File: src/rtl/tcc_pkg.sv
// Package for the time code configuration and status block.
// Assumes a single 200 MHz clock; all timing counts derive from it.
package tcc_pkg;

  // Clock and derived timing
  localparam int CLK_HZ = 200_000_000;
  localparam int SEC_CYC = CLK_HZ;
  localparam int PPS_WIDTH_MS = 100;
  localparam int PPS_WIDTH_CYC = PPS_WIDTH_MS * (CLK_HZ / 1000);
  localparam int LED_FLASH_MS = 125;
  localparam int LED_FLASH_CYC = LED_FLASH_MS * (CLK_HZ / 1000);
  localparam int LED_HALF_MS = 500;
  localparam int LED_HALF_CYC = LED_HALF_MS * (CLK_HZ / 1000);
  localparam int BAUD_RATE = 9600;
  localparam int BAUD_DIV = CLK_HZ / BAUD_RATE;
  localparam int UART_BITS = 10;
  localparam int FIX_LOSS_SEC = 600;

  // Switch bank field positions (bit 0 is switch position one)
  localparam int SW_WIDTH = 12;
  localparam int SW_MAG_LSB = 0;
  localparam int SW_NEG = 4;
  localparam int SW_HALF = 5;
  localparam int SW_DST = 6;
  localparam int SW_FMT_LSB = 8;
  localparam int SW_SERIAL = 11;
  localparam logic [3:0] MAG_MAX = 4'hC;

  // Minute arithmetic
  localparam logic [12:0] MIN_PER_HOUR = 13'h003C;
  localparam logic [12:0] MIN_HALF_HOUR = 13'h001E;
  localparam logic [12:0] MIN_PER_DAY = 13'h05A0;
  localparam logic [8:0] DAYS_PER_YEAR = 9'h16D;

  // Broadcast string
  localparam int STR_LEN = 16;
  localparam int CR_IDX = 14;
  localparam logic [7:0] CH_SOH = 8'h01;
  localparam logic [7:0] CH_CR = 8'h0D;
  localparam logic [7:0] CH_LF = 8'h0A;
  localparam logic [7:0] CH_COLON = 8'h3A;
  localparam logic [7:0] CH_ZERO = 8'h30;
  localparam logic [7:0] CH_LOCKED = 8'h20;
  localparam logic [7:0] CH_UNLOCKED = 8'h3F;

  // DST window months and change hour
  localparam logic [3:0] MON_MAR = 4'h3;
  localparam logic [3:0] MON_NOV = 4'hB;
  localparam logic [4:0] DST_HOUR = 5'h02;

  typedef enum logic [2:0] {
    FMT_SMPTE30, FMT_SMPTE25, FMT_SMPTE24, FMT_IRIGB, FMT_RSVD
  } tcc_fmt_e;

  typedef enum logic [1:0] {
    ROUTE_SMPTE, ROUTE_IRIG_AM, ROUTE_IRIG_PWC, ROUTE_RSVD
  } tcc_route_e;

  typedef struct packed {
    logic [3:0] mag;
    logic neg;
    logic half;
    logic dst_en;
    tcc_fmt_e fmt;
    logic serial_special;
  } tcc_cfg_s;

  typedef struct packed {
    logic [8:0] doy;
    logic [4:0] hour;
    logic [5:0] min;
    logic [5:0] sec;
    logic [3:0] month;
    logic [4:0] mday;
    logic [2:0] wday;
    logic leap;
  } tcc_time_s;

endpackage : tcc_pkg

File: src/rtl/tcc_uart_tx.sv
// Serial transmitter, 8N1, with back-to-back character loading.
// Assumes load is only pulsed while ready is high.
`timescale 1ns/1ps
`default_nettype none
module tcc_uart_tx import tcc_pkg::*; #(
  parameter int DIV = BAUD_DIV
) (
  input wire logic clk,
  input wire logic rstn,
  input wire logic ce,
  input wire logic load,
  input wire logic [7:0] data,
  output logic ready,
  output logic txd
);

  logic [9:0] sh_q, sh_d;
  logic [3:0] bit_q, bit_d;
  logic [31:0] cnt_q, cnt_d;
  logic busy_q, busy_d;
  logic last;

  // Ready also in the last stop-bit cycle so frames need no idle gap
  assign last = busy_q && bit_q == 4'(UART_BITS - 1) && cnt_q == 32'(DIV - 1);
  assign ready = !busy_q || last;
  assign txd = sh_q[0];

  // Shift sequence
  always_comb
  begin
    sh_d = sh_q;
    bit_d = bit_q;
    cnt_d = cnt_q;
    busy_d = busy_q;
    if (load && ready)
    begin
      sh_d = {1'b1, data, 1'b0};
      bit_d = 4'h0;
      cnt_d = 32'h0;
      busy_d = 1'b1;
    end
    else if (last)
    begin
      busy_d = 1'b0;
      sh_d = 10'h3FF;
    end
    else if (busy_q)
    begin
      if (cnt_q == 32'(DIV - 1))
      begin
        cnt_d = 32'h0;
        bit_d = bit_q + 4'h1;
        sh_d = {1'b1, sh_q[9:1]};
      end
      else
        cnt_d = cnt_q + 32'h1;
    end
  end

  always_ff @(posedge clk or negedge rstn)
  begin
    if (!rstn)
    begin
      sh_q <= 10'h3FF;
      bit_q <= 4'h0;
      cnt_q <= 32'h0;
      busy_q <= 1'b0;
    end
    else if (ce)
    begin
      sh_q <= sh_d;
      bit_q <= bit_d;
      cnt_q <= cnt_d;
      busy_q <= busy_d;
    end
  end

endmodule : tcc_uart_tx
`default_nettype wire

File: src/rtl/tcc_dst.sv
// Daylight period test for the North American rule from 2007.
// Assumes wday 0 is Sunday and hour is local standard time.
`timescale 1ns/1ps
`default_nettype none
module tcc_dst import tcc_pkg::*; (
  input wire logic [3:0] month,
  input wire logic [4:0] mday,
  input wire logic [2:0] wday,
  input wire logic [4:0] hour,
  output logic in_dst
);

  logic signed [6:0] prev_sun;
  logic sunday;

  // Date of the latest Sunday on or before today
  always_comb
  begin
    prev_sun = $signed({2'b00, mday}) - $signed({4'h0, wday});
    sunday = wday == 3'h0;
    in_dst = 1'b0;
    if (month > MON_MAR && month < MON_NOV)
      in_dst = 1'b1;
    else if (month == MON_MAR)
      in_dst = prev_sun >= 7'sd8 &&
        !(sunday && mday <= 5'd14 && hour < DST_HOUR);
    else if (month == MON_NOV)
      in_dst = prev_sun < 7'sd1 ||
        (sunday && mday <= 5'd7 && hour < DST_HOUR);
  end

endmodule : tcc_dst
`default_nettype wire

File: src/rtl/tcc_top.sv
// Configuration, local time, serial broadcast and status outputs of a
// satellite-referenced time code generator.
// Assumes sec_tick pulses one cycle at each second and utc holds the time
// of the coming tick; waveforms arrive already synthesised.
`timescale 1ns/1ps
`default_nettype none
module tcc_top import tcc_pkg::*; #(
  parameter int CYC_PER_SEC = SEC_CYC,
  parameter int PPS_CYC = PPS_WIDTH_CYC,
  parameter int LED_ON_CYC = LED_FLASH_CYC,
  parameter int LED_HALF = LED_HALF_CYC,
  parameter int DIV = BAUD_DIV,
  parameter int LOSS_SECS = FIX_LOSS_SEC
) (
  input wire logic clk,
  input wire logic rstn,
  input wire logic ce,
  input wire logic [SW_WIDTH-1:0] config_switch_bank,
  input wire tcc_route_e output_route_select,
  input wire logic relay_polarity_jumper,
  input wire tcc_time_s utc,
  input wire logic sec_tick,
  input wire logic time_locked,
  input wire logic gps_fix3d,
  input wire logic gps_pps,
  input wire logic alarm_in,
  input wire logic native_txd,
  input wire logic tc_smpte,
  input wire logic tc_irig_am,
  input wire logic tc_irig_pwc,
  output tcc_cfg_s cfg,
  output tcc_time_s local_time,
  output logic dst_active,
  output logic serial_txd,
  output logic tc_unbal,
  output logic tc_bal,
  output logic pps_n,
  output logic relay_coil,
  output logic status_led
);

  localparam int FRAME = UART_BITS * DIV;
  // One cycle for the sequencer to load, so the CR load lands on the tick
  localparam int START_PH = CYC_PER_SEC - 2 - CR_IDX * FRAME;

  // Minute-of-day fold with day step: +1, -1 or none
  function automatic logic [14:0] fold(input logic [12:0] t);
    if (t[12])
      fold = {2'b11, t + MIN_PER_DAY};
    else if (t >= MIN_PER_DAY)
      fold = {2'b01, t - MIN_PER_DAY};
    else
      fold = {2'b00, t};
  endfunction : fold

  function automatic logic [7:0] asc(input int unsigned v);
    asc = CH_ZERO + 8'(v % 10);
  endfunction : asc

  // Switch capture group
  tcc_cfg_s cfg_q, cfg_d;
  logic cfg_valid_q, cfg_valid_d;
  tcc_fmt_e fmt_dec;

  always_comb
  begin
    case (config_switch_bank[SW_FMT_LSB +: 3])
      3'h0: fmt_dec = FMT_SMPTE30;
      3'h1: fmt_dec = FMT_SMPTE25;
      3'h2: fmt_dec = FMT_SMPTE24;
      3'h3: fmt_dec = FMT_IRIGB;
      default: fmt_dec = FMT_RSVD;
    endcase
    cfg_d = cfg_q;
    cfg_valid_d = 1'b1;
    if (!cfg_valid_q)
    begin
      cfg_d.mag = config_switch_bank[SW_MAG_LSB +: 4];
      cfg_d.neg = config_switch_bank[SW_NEG];
      cfg_d.half = config_switch_bank[SW_HALF];
      cfg_d.dst_en = config_switch_bank[SW_DST];
      cfg_d.fmt = fmt_dec;
      cfg_d.serial_special = config_switch_bank[SW_SERIAL];
    end
  end

  // Captured once after release; reset stands in for a power cycle
  always_ff @(posedge clk or negedge rstn)
  begin
    if (!rstn)
    begin
      cfg_q <= '0;
      cfg_valid_q <= 1'b0;
    end
    else if (ce)
    begin
      cfg_q <= cfg_d;
      cfg_valid_q <= cfg_valid_d;
    end
  end
  assign cfg = cfg_q;

  // Local time: magnitudes above 12 pass through unchecked
  logic [12:0] base_min, off_min, std_raw, dst_raw;
  logic [14:0] std_f, loc_f;
  logic [8:0] year_len;
  logic in_dst;
  tcc_time_s loc_d, loc_q;

  tcc_dst u_dst (
    .month(utc.month),
    .mday(utc.mday),
    .wday(utc.wday),
    .hour(5'(std_f[12:0] / MIN_PER_HOUR)),
    .in_dst(in_dst)
  );

  always_comb
  begin
    base_min = 13'(utc.hour) * MIN_PER_HOUR + 13'(utc.min);
    off_min = 13'(cfg_q.mag) * MIN_PER_HOUR
      + (cfg_q.half ? MIN_HALF_HOUR : 13'h0);
    std_raw = cfg_q.neg ? base_min - off_min
      : base_min + off_min;
    std_f = fold(std_raw);
    dst_raw = (cfg_q.dst_en && in_dst) ? std_raw + MIN_PER_HOUR
      : std_raw;
    loc_f = fold(dst_raw);
    year_len = DAYS_PER_YEAR + 9'(utc.leap);
    loc_d = utc;
    loc_d.hour = 5'(loc_f[12:0] / MIN_PER_HOUR);
    loc_d.min = 6'(loc_f[12:0] % MIN_PER_HOUR);
    if (loc_f[14:13] == 2'b01)
      loc_d.doy = (utc.doy >= year_len) ? 9'h001 : utc.doy + 9'h001;
    else if (loc_f[14:13] == 2'b11)
      loc_d.doy = (utc.doy <= 9'h001) ? year_len : utc.doy - 9'h001;
  end

  always_ff @(posedge clk or negedge rstn)
  begin
    if (!rstn)
    begin
      loc_q <= '0;
      dst_active <= 1'b0;
    end
    else if (ce)
    begin
      loc_q <= loc_d;
      dst_active <= cfg_q.dst_en && in_dst;
    end
  end
  assign local_time = loc_q;

  // Second phase counter restarted by each tick
  logic [31:0] ph_q, ph_d;
  logic ever_lock_q, ever_lock_d;
  always_comb
  begin
    ph_d = ph_q;
    if (sec_tick)
      ph_d = 32'h0;
    else if (ph_q != 32'(CYC_PER_SEC - 1))
      ph_d = ph_q + 32'h1;
    ever_lock_d = ever_lock_q || time_locked;
  end

  always_ff @(posedge clk or negedge rstn)
  begin
    if (!rstn)
    begin
      ph_q <= 32'h0;
      ever_lock_q <= 1'b0;
    end
    else if (ce)
    begin
      ph_q <= ph_d;
      ever_lock_q <= ever_lock_d;
    end
  end

  // Broadcast sequencer; string snapshot held in flops
  typedef enum logic {SER_IDLE, SER_SEND} tcc_ser_e;
  tcc_ser_e ser_q, ser_d;
  logic [7:0] str_q [STR_LEN], str_d [STR_LEN];
  logic [3:0] idx_q, idx_d;
  logic bcast, ld, u_ready, u_txd;
  assign bcast = cfg_q.serial_special && cfg_q.fmt == FMT_IRIGB;

  always_comb
  begin
    ser_d = ser_q;
    idx_d = idx_q;
    str_d = str_q;
    ld = 1'b0;
    case (ser_q)
      SER_IDLE:
        if (bcast && ph_q == 32'(START_PH))
        begin
          str_d[0] = CH_SOH;
          str_d[1] = asc(loc_d.doy / 100);
          str_d[2] = asc(loc_d.doy / 10);
          str_d[3] = asc(loc_d.doy);
          str_d[4] = CH_COLON;
          str_d[5] = asc(loc_d.hour / 10);
          str_d[6] = asc(loc_d.hour);
          str_d[7] = CH_COLON;
          str_d[8] = asc(loc_d.min / 10);
          str_d[9] = asc(loc_d.min);
          str_d[10] = CH_COLON;
          str_d[11] = asc(loc_d.sec / 10);
          str_d[12] = asc(loc_d.sec);
          str_d[13] = time_locked ? CH_LOCKED : CH_UNLOCKED;
          str_d[14] = CH_CR;
          str_d[15] = CH_LF;
          idx_d = 4'h0;
          ser_d = SER_SEND;
        end
      SER_SEND:
        if (u_ready)
        begin
          ld = 1'b1; // Frames chained so CR timing stays exact
          idx_d = idx_q + 4'h1;
          if (idx_q == 4'(STR_LEN - 1))
            ser_d = SER_IDLE;
        end
      default: ser_d = SER_IDLE;
    endcase
  end

  always_ff @(posedge clk or negedge rstn)
  begin
    if (!rstn)
    begin
      ser_q <= SER_IDLE;
      idx_q <= 4'h0;
      for (int i = 0; i < STR_LEN; i++)
        str_q[i] <= 8'h00;
    end
    else if (ce)
    begin
      ser_q <= ser_d;
      idx_q <= idx_d;
      str_q <= str_d;
    end
  end

  tcc_uart_tx #(.DIV(DIV)) u_tx (
    .clk(clk),
    .rstn(rstn),
    .ce(ce),
    .load(ld),
    .data(str_q[idx_q]),
    .ready(u_ready),
    .txd(u_txd)
  );

  // Pulse per second with fix supervision
  logic pps_en_q, pps_en_d;
  logic [31:0] loss_q, loss_d, pw_q, pw_d;
  always_comb
  begin
    pps_en_d = pps_en_q;
    loss_d = loss_q;
    pw_d = pw_q;
    if (gps_fix3d)
    begin
      pps_en_d = 1'b1;
      loss_d = 32'h0;
    end
    else if (sec_tick && pps_en_q)
    begin
      loss_d = loss_q + 32'h1;
      if (loss_q == 32'(LOSS_SECS - 1))
        pps_en_d = 1'b0;
    end
    if (gps_pps && pps_en_q)
      pw_d = 32'(PPS_CYC);
    else if (pw_q != 32'h0)
      pw_d = pw_q - 32'h1;
  end

  always_ff @(posedge clk or negedge rstn)
  begin
    if (!rstn)
    begin
      pps_en_q <= 1'b0;
      loss_q <= 32'h0;
      pw_q <= 32'h0;
    end
    else if (ce)
    begin
      pps_en_q <= pps_en_d;
      loss_q <= loss_d;
      pw_q <= pw_d;
    end
  end
  assign pps_n = pw_q == 32'h0;

  // Output flops: serial mux, routing, relay and LED
  logic ser_nx, unb_nx, bal_nx, led_nx;
  always_comb
  begin
    if (!cfg_q.serial_special)
      ser_nx = native_txd;
    else if (bcast)
      ser_nx = u_txd;
    else
      ser_nx = 1'b1;
    case (output_route_select)
      ROUTE_SMPTE: unb_nx = tc_smpte;
      ROUTE_IRIG_AM: unb_nx = tc_irig_am;
      ROUTE_IRIG_PWC: unb_nx = tc_irig_pwc;
      default: unb_nx = 1'b0;
    endcase
    // Balanced never carries the modulated waveform
    case (output_route_select)
      ROUTE_SMPTE: bal_nx = tc_smpte;
      ROUTE_IRIG_PWC: bal_nx = tc_irig_pwc;
      ROUTE_IRIG_AM: bal_nx = tc_irig_pwc;
      default: bal_nx = 1'b0;
    endcase
    if (!ever_lock_q)
      led_nx = 1'b1;
    else if (time_locked)
      led_nx = ph_q < 32'(LED_HALF);
    else
      led_nx = ph_q < 32'(LED_ON_CYC) || (ph_q >= 32'(LED_HALF) &&
        ph_q < 32'(LED_HALF + LED_ON_CYC));
  end

  always_ff @(posedge clk or negedge rstn)
  begin
    if (!rstn)
    begin
      serial_txd <= 1'b1;
      tc_unbal <= 1'b0;
      tc_bal <= 1'b0;
      relay_coil <= 1'b0;
      status_led <= 1'b0;
    end
    else if (ce)
    begin
      serial_txd <= ser_nx;
      tc_unbal <= unb_nx;
      tc_bal <= bal_nx;
      relay_coil <= (time_locked && !alarm_in) ^ relay_polarity_jumper;
      status_led <= led_nx;
    end
  end
endmodule : tcc_top
`default_nettype wire

File: config.mk
export PLATFORM = sky130hd
export DESIGN_NAME = tcc_top
export DESIGN_NICKNAME = d
export VERILOG_FILES = /design/src/rtl/tcc_pkg.sv /design/src/rtl/tcc_uart_tx.sv /design/src/rtl/tcc_dst.sv /design/src/rtl/tcc_top.sv
export SDC_FILE = /design/constraint.sdc
export NUM_CORES = 1
export LEC_CHECK = 0
export BUFFER_PORTS_ARGS = -buffer_cell sky130_fd_sc_hd__buf_2
export CORE_MARGIN = 8
export CORE_UTILIZATION = 35
export CTS_CLUSTER_DIAMETER = 200
export DETAILED_ROUTE_END_ITERATION = 6
export GPL_TIMING_DRIVEN = 0
export PLACE_DENSITY = 0.56
export SETUP_SLACK_MARGIN = 0.3
export SLEW_MARGIN = 20
export SYNTH_ARGS = -nofsm -noshare
export SYNTH_HDL_FRONTEND = slang
export SYNTH_HIERARCHICAL = 1
export SYNTH_SLANG_ARGS = --single-unit
File: constraint.sdc
create_clock -name clk -period 50.2 [get_ports clk]
set_input_delay 5.02 -clock clk [delete_from_list [all_inputs] [get_ports clk]]
set_output_delay 5.02 -clock clk [all_outputs]
set_load 0.02 [all_outputs]
==> Word level (Yosys, flattened, before mapping) <==
Cells that the tools add are included.
{ "totals": {"ff_bits": 291, "elab_cells": 238} }
{ "classes": {"addsub": 28, "mul": 2, "div": 17, "n_lt_le_gt_ge": 16, "n_eq_ne": 19, "muxes": 57, "bitwise": 4, "reduce_logical": 49} }
{ "ops": {"columns": ["cell", "count"], "rows": [
  ["2-to-1 mux 32 bit", 10],
  ["modulo 32 x 4 -> 32 bit (second input constant)", 5],
  ["adder 32 x 1 -> 32 bit (second input constant)", 3],
  ["adder 6 x 8 -> 8 bit (first input constant)", 9],
  ["divider 6 x 4 -> 32 bit (second input constant)", 2],
  ["< comparator 32 x 27 -> 1 bit (second input constant)", 2],
  ["modulo 6 x 4 -> 32 bit (second input constant)", 2],
  ["2-to-1 mux 13 bit", 4],
  ["2-to-1 mux 10 bit", 4],
  ["2-to-1 mux 9 bit", 4],
  ["binary-select mux 8 bit (select 4 bit)", 1],
  ["divider 5 x 4 -> 32 bit (second input constant)", 1],
  ["divider 9 x 4 -> 32 bit (second input constant)", 1],
  ["divider 9 x 7 -> 32 bit (second input constant)", 1],
  ["equality test 32 x 10 -> 1 bit (second input constant)", 1],
  ["equality test 32 x 15 -> 1 bit (second input constant)", 1],
  ["equality test 32 x 28 -> 1 bit (second input constant)", 1],
  [">= comparator 32 x 27 -> 1 bit (second input constant)", 1],
  ["zero test 32 bit", 1],
  ["< comparator 32 x 25 -> 1 bit (second input constant)", 1],
  ["modulo 5 x 4 -> 32 bit (second input constant)", 1],
  ["modulo 9 x 4 -> 32 bit (second input constant)", 1],
  ["!= test 32 x 28 -> 1 bit (second input constant)", 1],
  ["nonzero test 32 bit", 1],
  ["other kinds (60)", 133]
]} }

==> Depth between registers and ports, before layout <==
{ "logic_depth": {"ltp_word": 25, "ltp_mapped": 90, "ltp_nobuf": 84} }

==> Cells and area by module <==
The synthesis kept the hierarchy.
{ "modules_own_cells": {"columns": ["mod", "n_inst", "cells_per_inst", "area_per_inst_um2"], "rows": [
  ["tcc_top", 1, 2307, 19027.0],
  ["tcc_uart_tx", 1, 297, 2696.3],
  ["tcc_dst", 1, 35, 279.0]
]} }

==> Least setup slack after synthesis <==
OpenSTA, ideal clock, no wires.
{ "synth_timing": {"path_type": "input port to flip-flop", "from": "input port utc[25] in the netlist's numbering", "to": "register str_q[55] in the netlist's numbering", "setup_time_ps": 127, "arrival_time_ps": 22290, "slack_ps": 27783, "cell_stages": 84, "path_buffers": 5, "path_cell_list": "fa_1 -> inv_1 -> fa_1 -> fa_1 -> inv_1 -> ha_1 -> o21ai_0 -> a21oi_1 -> nand2_1 -> xnor2_1 -> ha_1 -> clkbuf_1 -> a21oi_1 -> o21ai_0 -> a31oi_2 -> xnor2_1 -> clkbuf_1 -> a21oi_1 -> (+48 left out) -> a21oi_1 -> nor2_1 -> o21ai_0 -> ha_1 -> a21oi_1 -> o211ai_2 -> ha_1 -> or3_1 -> a31oi_4 -> o211ai_2 -> o21ai_1 -> and2_1 -> ha_1 -> nor2_1 -> mux2_1 -> a2111oi_2 -> o21ai_0 -> nor2b_1"} }
{ "synth_lines": {"columns": ["item", "line", "source"], "rows": [
  ["start, declared", "tcc_top.sv:21", "input wire tcc_time_s utc,"],
  ["end signal, assigned", "tcc_top.sv:243", "str_q <= str_d;"],
  ["end, declared", "tcc_top.sv:184", "logic [7:0] str_q [STR_LEN], str_d [STR_LEN];"]
]} }

==> Final worst setup path <==
{ "layout_timing": {"from": "input port utc[25] in the netlist's numbering", "to": "register str_q[55] in the netlist's numbering"} }
{ "layout_via": {"elab_chain_cells": 22} }
{ "layout_lines": {"columns": ["item", "line", "source"], "rows": [
  ["multiplier 5 x 4 -> 9 bit (*)", "tcc_top.sv:120", "base_min = 13'(utc.hour) * MIN_PER_HOUR + 13'(utc.min);"],
  ["adder 11 x 6 -> 12 bit (*)", "tcc_top.sv:120", null],
  ["adder 12 x 11 -> 13 bit or subtractor 12 x 11 -> 13 bit (tied branches)", "tcc_top.sv:124, tcc_top.sv:123", null],
  ["2-to-1 mux 13 bit (*)", "tcc_top.sv:123", "std_raw = cfg_q.neg ? base_min - off_min"],
  ["subtractor 13 x 11 -> 13 bit or >= comparator 13 x 11 -> 1 bit (tied branches)", "tcc_top.sv:51, tcc_top.sv:50", null],
  ["2-to-1 mux 13 bit", "tcc_top.sv:50", "else if (t >= MIN_PER_DAY)"],
  ["2-to-1 mux 13 bit (*)", "tcc_top.sv:48", "if (t[12])"],
  ["divider 13 x 6 -> 13 bit (*)", "tcc_top.sv:114", ".hour(5'(std_f[12:0] / MIN_PER_HOUR)),"],
  ["(+6 left out)", null, null],
  ["named net in_dst", "tcc_top.sv:107", "logic in_dst;"],
  ["logical AND 1 bit (*)", "tcc_top.sv:126", "dst_raw = (cfg_q.dst_en && in_dst) ? std_raw + MIN_PER_HOUR"],
  ["2-to-1 mux 13 bit (*)", "tcc_top.sv:126", null],
  ["subtractor 13 x 11 -> 13 bit or >= comparator 13 x 11 -> 1 bit (tied branches)", "tcc_top.sv:51, tcc_top.sv:50", null],
  ["2-to-1 mux 14 bit", "tcc_top.sv:50", null],
  ["2-to-1 mux 15 bit (*)", "tcc_top.sv:48", null],
  ["modulo 13 x 6 -> 13 bit (*)", "tcc_top.sv:132", "loc_d.min = 6'(loc_f[12:0] % MIN_PER_HOUR);"],
  ["modulo 6 x 4 -> 32 bit (*)", "tcc_top.sv:57", "asc = CH_ZERO + 8'(v % 10);"],
  ["adder 6 x 8 -> 8 bit (*)", "tcc_top.sv:57", null]
]} }
The timed path passes the listed nets; every way through them passes the cells marked *.
A chain may end at the register's enable or synchronous reset.

==> reports/metrics.csv <==
metric,value,unit
Area Growth Syn to Fin,13.1,%
setup_tns,0,ns
Crit path required time,50.67,ns
H-tree depth,2,
hold path depth,2,
WP data arrival,25.90,ns
mean post-synth cell area,8.34,um2
Top Ports,123,
crit path launch type,input port,
Hold Buf Count CTS,0,
# DRC,0,
port buffer count,117,
top fanout value on the critical path,10,
Worst-Skew Late Latency,0.54,ns
root buffer cell,clkbuf_16,
Final min period,25.42,ns
"commonest cells after routing, fill and taps aside","263 x nor2_1, 249 x dfrtp_1, 248 x nand2_1",
Post-CTS Resized,0,
synth warn,6,
final setup fails,0,
first-pass GRT wire length,106,mm
TritonCTS clock tree,done,
RSZ-0062 raised after global routing,false,
CP startpoint,utc[25],
r2r startpoint,cfg[7],
worst reg-to-reg path cell count,81,
Max Fclk,39.3,MHz
# diodes,0,
Horiz. Die Dim,266,um
Final Hold Fails,0,
Worst path max stage delay,0.63,ns
post-CTS setup buffers,0,
gr ovfl total,0,
Initial Utilization,35.1,%
Synth Instances,2631,
drt first-iter violations,1496,
post-DR wirelength/cell,17.8,um
hpwl dp,49.5,mm
Slew HR,28.7,%
dpl ws,24.44,ns
CORE AREA,0.0625,mm2
largest net degree at the start of global routing,85,
Clock Sinks,259,
gr usage total,17.8,%
initial antenna violation count,0,
Post-Synthesis Net Count,2810,
post-layout util,39.7,%
"Worst Path Class, Setup",in -> reg,
die height,266,um
Routed WL,65.0,mm
share of cells above drive strength 1,13.5,%
terminus of the critical flop-to-flop path,str_q[55],
period utilisation layout,50.6,%
layout filler cell count,6403,
"commonest non-fill, non-tap cell in the layout",nor2_1,
total number of vias,20600,
"Slew Viols, Final",0,
die area,0.0710,mm2
post-route setup slack,24.78,ns
Worst path slowest cell,a211oi_4,
hold worst-path end,u_tx/sh_q[8],
"Reg clk slew, reported paths",0.05,ns
Routed Antenna Nets,0,
skew final,0.0194,ns
GP Congestion,0.918,
Post-Syn Area,0.0219,mm2
total iterations of the first detailed-routing run,6,
Max Buffers Root-to-Sink,3,
Inserted Clock Buffers,36,
worst hold path startpoint,u_tx/sh_q[8],
vias in the first global route,20400,
worst hold path class,reg -> reg,
critical path capture point type,flip-flop,
max cap viols,0,
"reg-to-reg slack, setup",28.27,ns
worst-margin pin slew,1.06,ns
Rows,92,
status,"complete, no violations",
Nets,2968,
Vias per Instance,5.64,
==> critical path: cells and delay by family <==
| family | cells | cell delay, ns |
|---|---|---|
| AO/OA/AOI/OAI | 40 | 10.49 |
| adder cells (fa/ha/maj) | 11 | 4.04 |
| AND/OR/NAND/NOR | 15 | 2.93 |
| buffers and inverters | 8 | 1.52 |
| XOR/XNOR | 6 | 1.32 |
| multiplexers | 2 | 0.55 |
==> stage by stage <==
| stage | cell area (um2) | hold WS, ns | cells |
|---|---|---|---|
| finish | 24800 | 0.461 | 3656 |
| floorplan | 21900 | 0.428 | 2631 |
| CTS | 24800 | 0.461 | 3656 |
| global placement | 23600 | 0.441 | 3594 |
| global route | 24800 | 0.469 | 3656 |
| detailed placement | 23700 | 0.449 | 3597 |
==> flip-flops by register name (all words and copies together) (netlist names) <==
register	cells
tc_unbal	1
pps_en_q	1
local_time	39
ph_q	32
serial_txd	1
pw_q	32
tc_bal	1
u_tx/bit_q	4
ser_q	1
dst_active	1
u_tx/sh_q	9
cfg	11
u_tx/cnt_q	32
loss_q	32
cfg_valid_q	1
ever_lock_q	1
status_led	1
relay_coil	1
idx_q	4
str_q	53
u_tx/busy_q	1
==> final cells by class <==
| class | instances | area (um2) | area share, % |
|---|---|---|---|
| Buffer | 108 | 470 | 1.90 |
| Timing Repair Buffer | 120 | 678 | 2.73 |
| Sequential cell | 259 | 6490 | 26.2 |
| Multi-Input combinational cell | 2147 | 14500 | 58.6 |
| Inverter | 117 | 442 | 1.78 |
| Clock inverter | 10 | 111 | 0.449 |
| Clock buffer | 49 | 1020 | 4.11 |
| Tap cell | 846 | 1060 | 4.26 |
==> layer usage <==
| metal | vias up | wire length, um | global-route usage, % |
|---|---|---|---|
| met5 | - | 0 | 0 |
| met4 | 0 | 1720 | 5.37 |
| met3 | 89 | 3090 | 2.65 |
| met2 | 549 | 30700 | 30.0 |
| met1 | 10000 | 29500 | 23.3 |
| li1 | 9978 | - | - |
==> how the worst max path moves through the flow <==
| stage | cells past startpoint | to |
|---|---|---|
| 6_report | 82 | str_q[55] |
| 4_1_cts | 82 | str_q[55] |
| 3_5_place_dp | 82 | str_q[55] |
| 3_3_place_gp | 82 | str_q[55] |
| 5_1_grt | 83 | str_q[55] |
| 2_1_floorplan | 84 | str_q[55] |
Power is not shown: default switching activity piles up to over one toggle a cycle in this logic, so the estimate is an artifact.
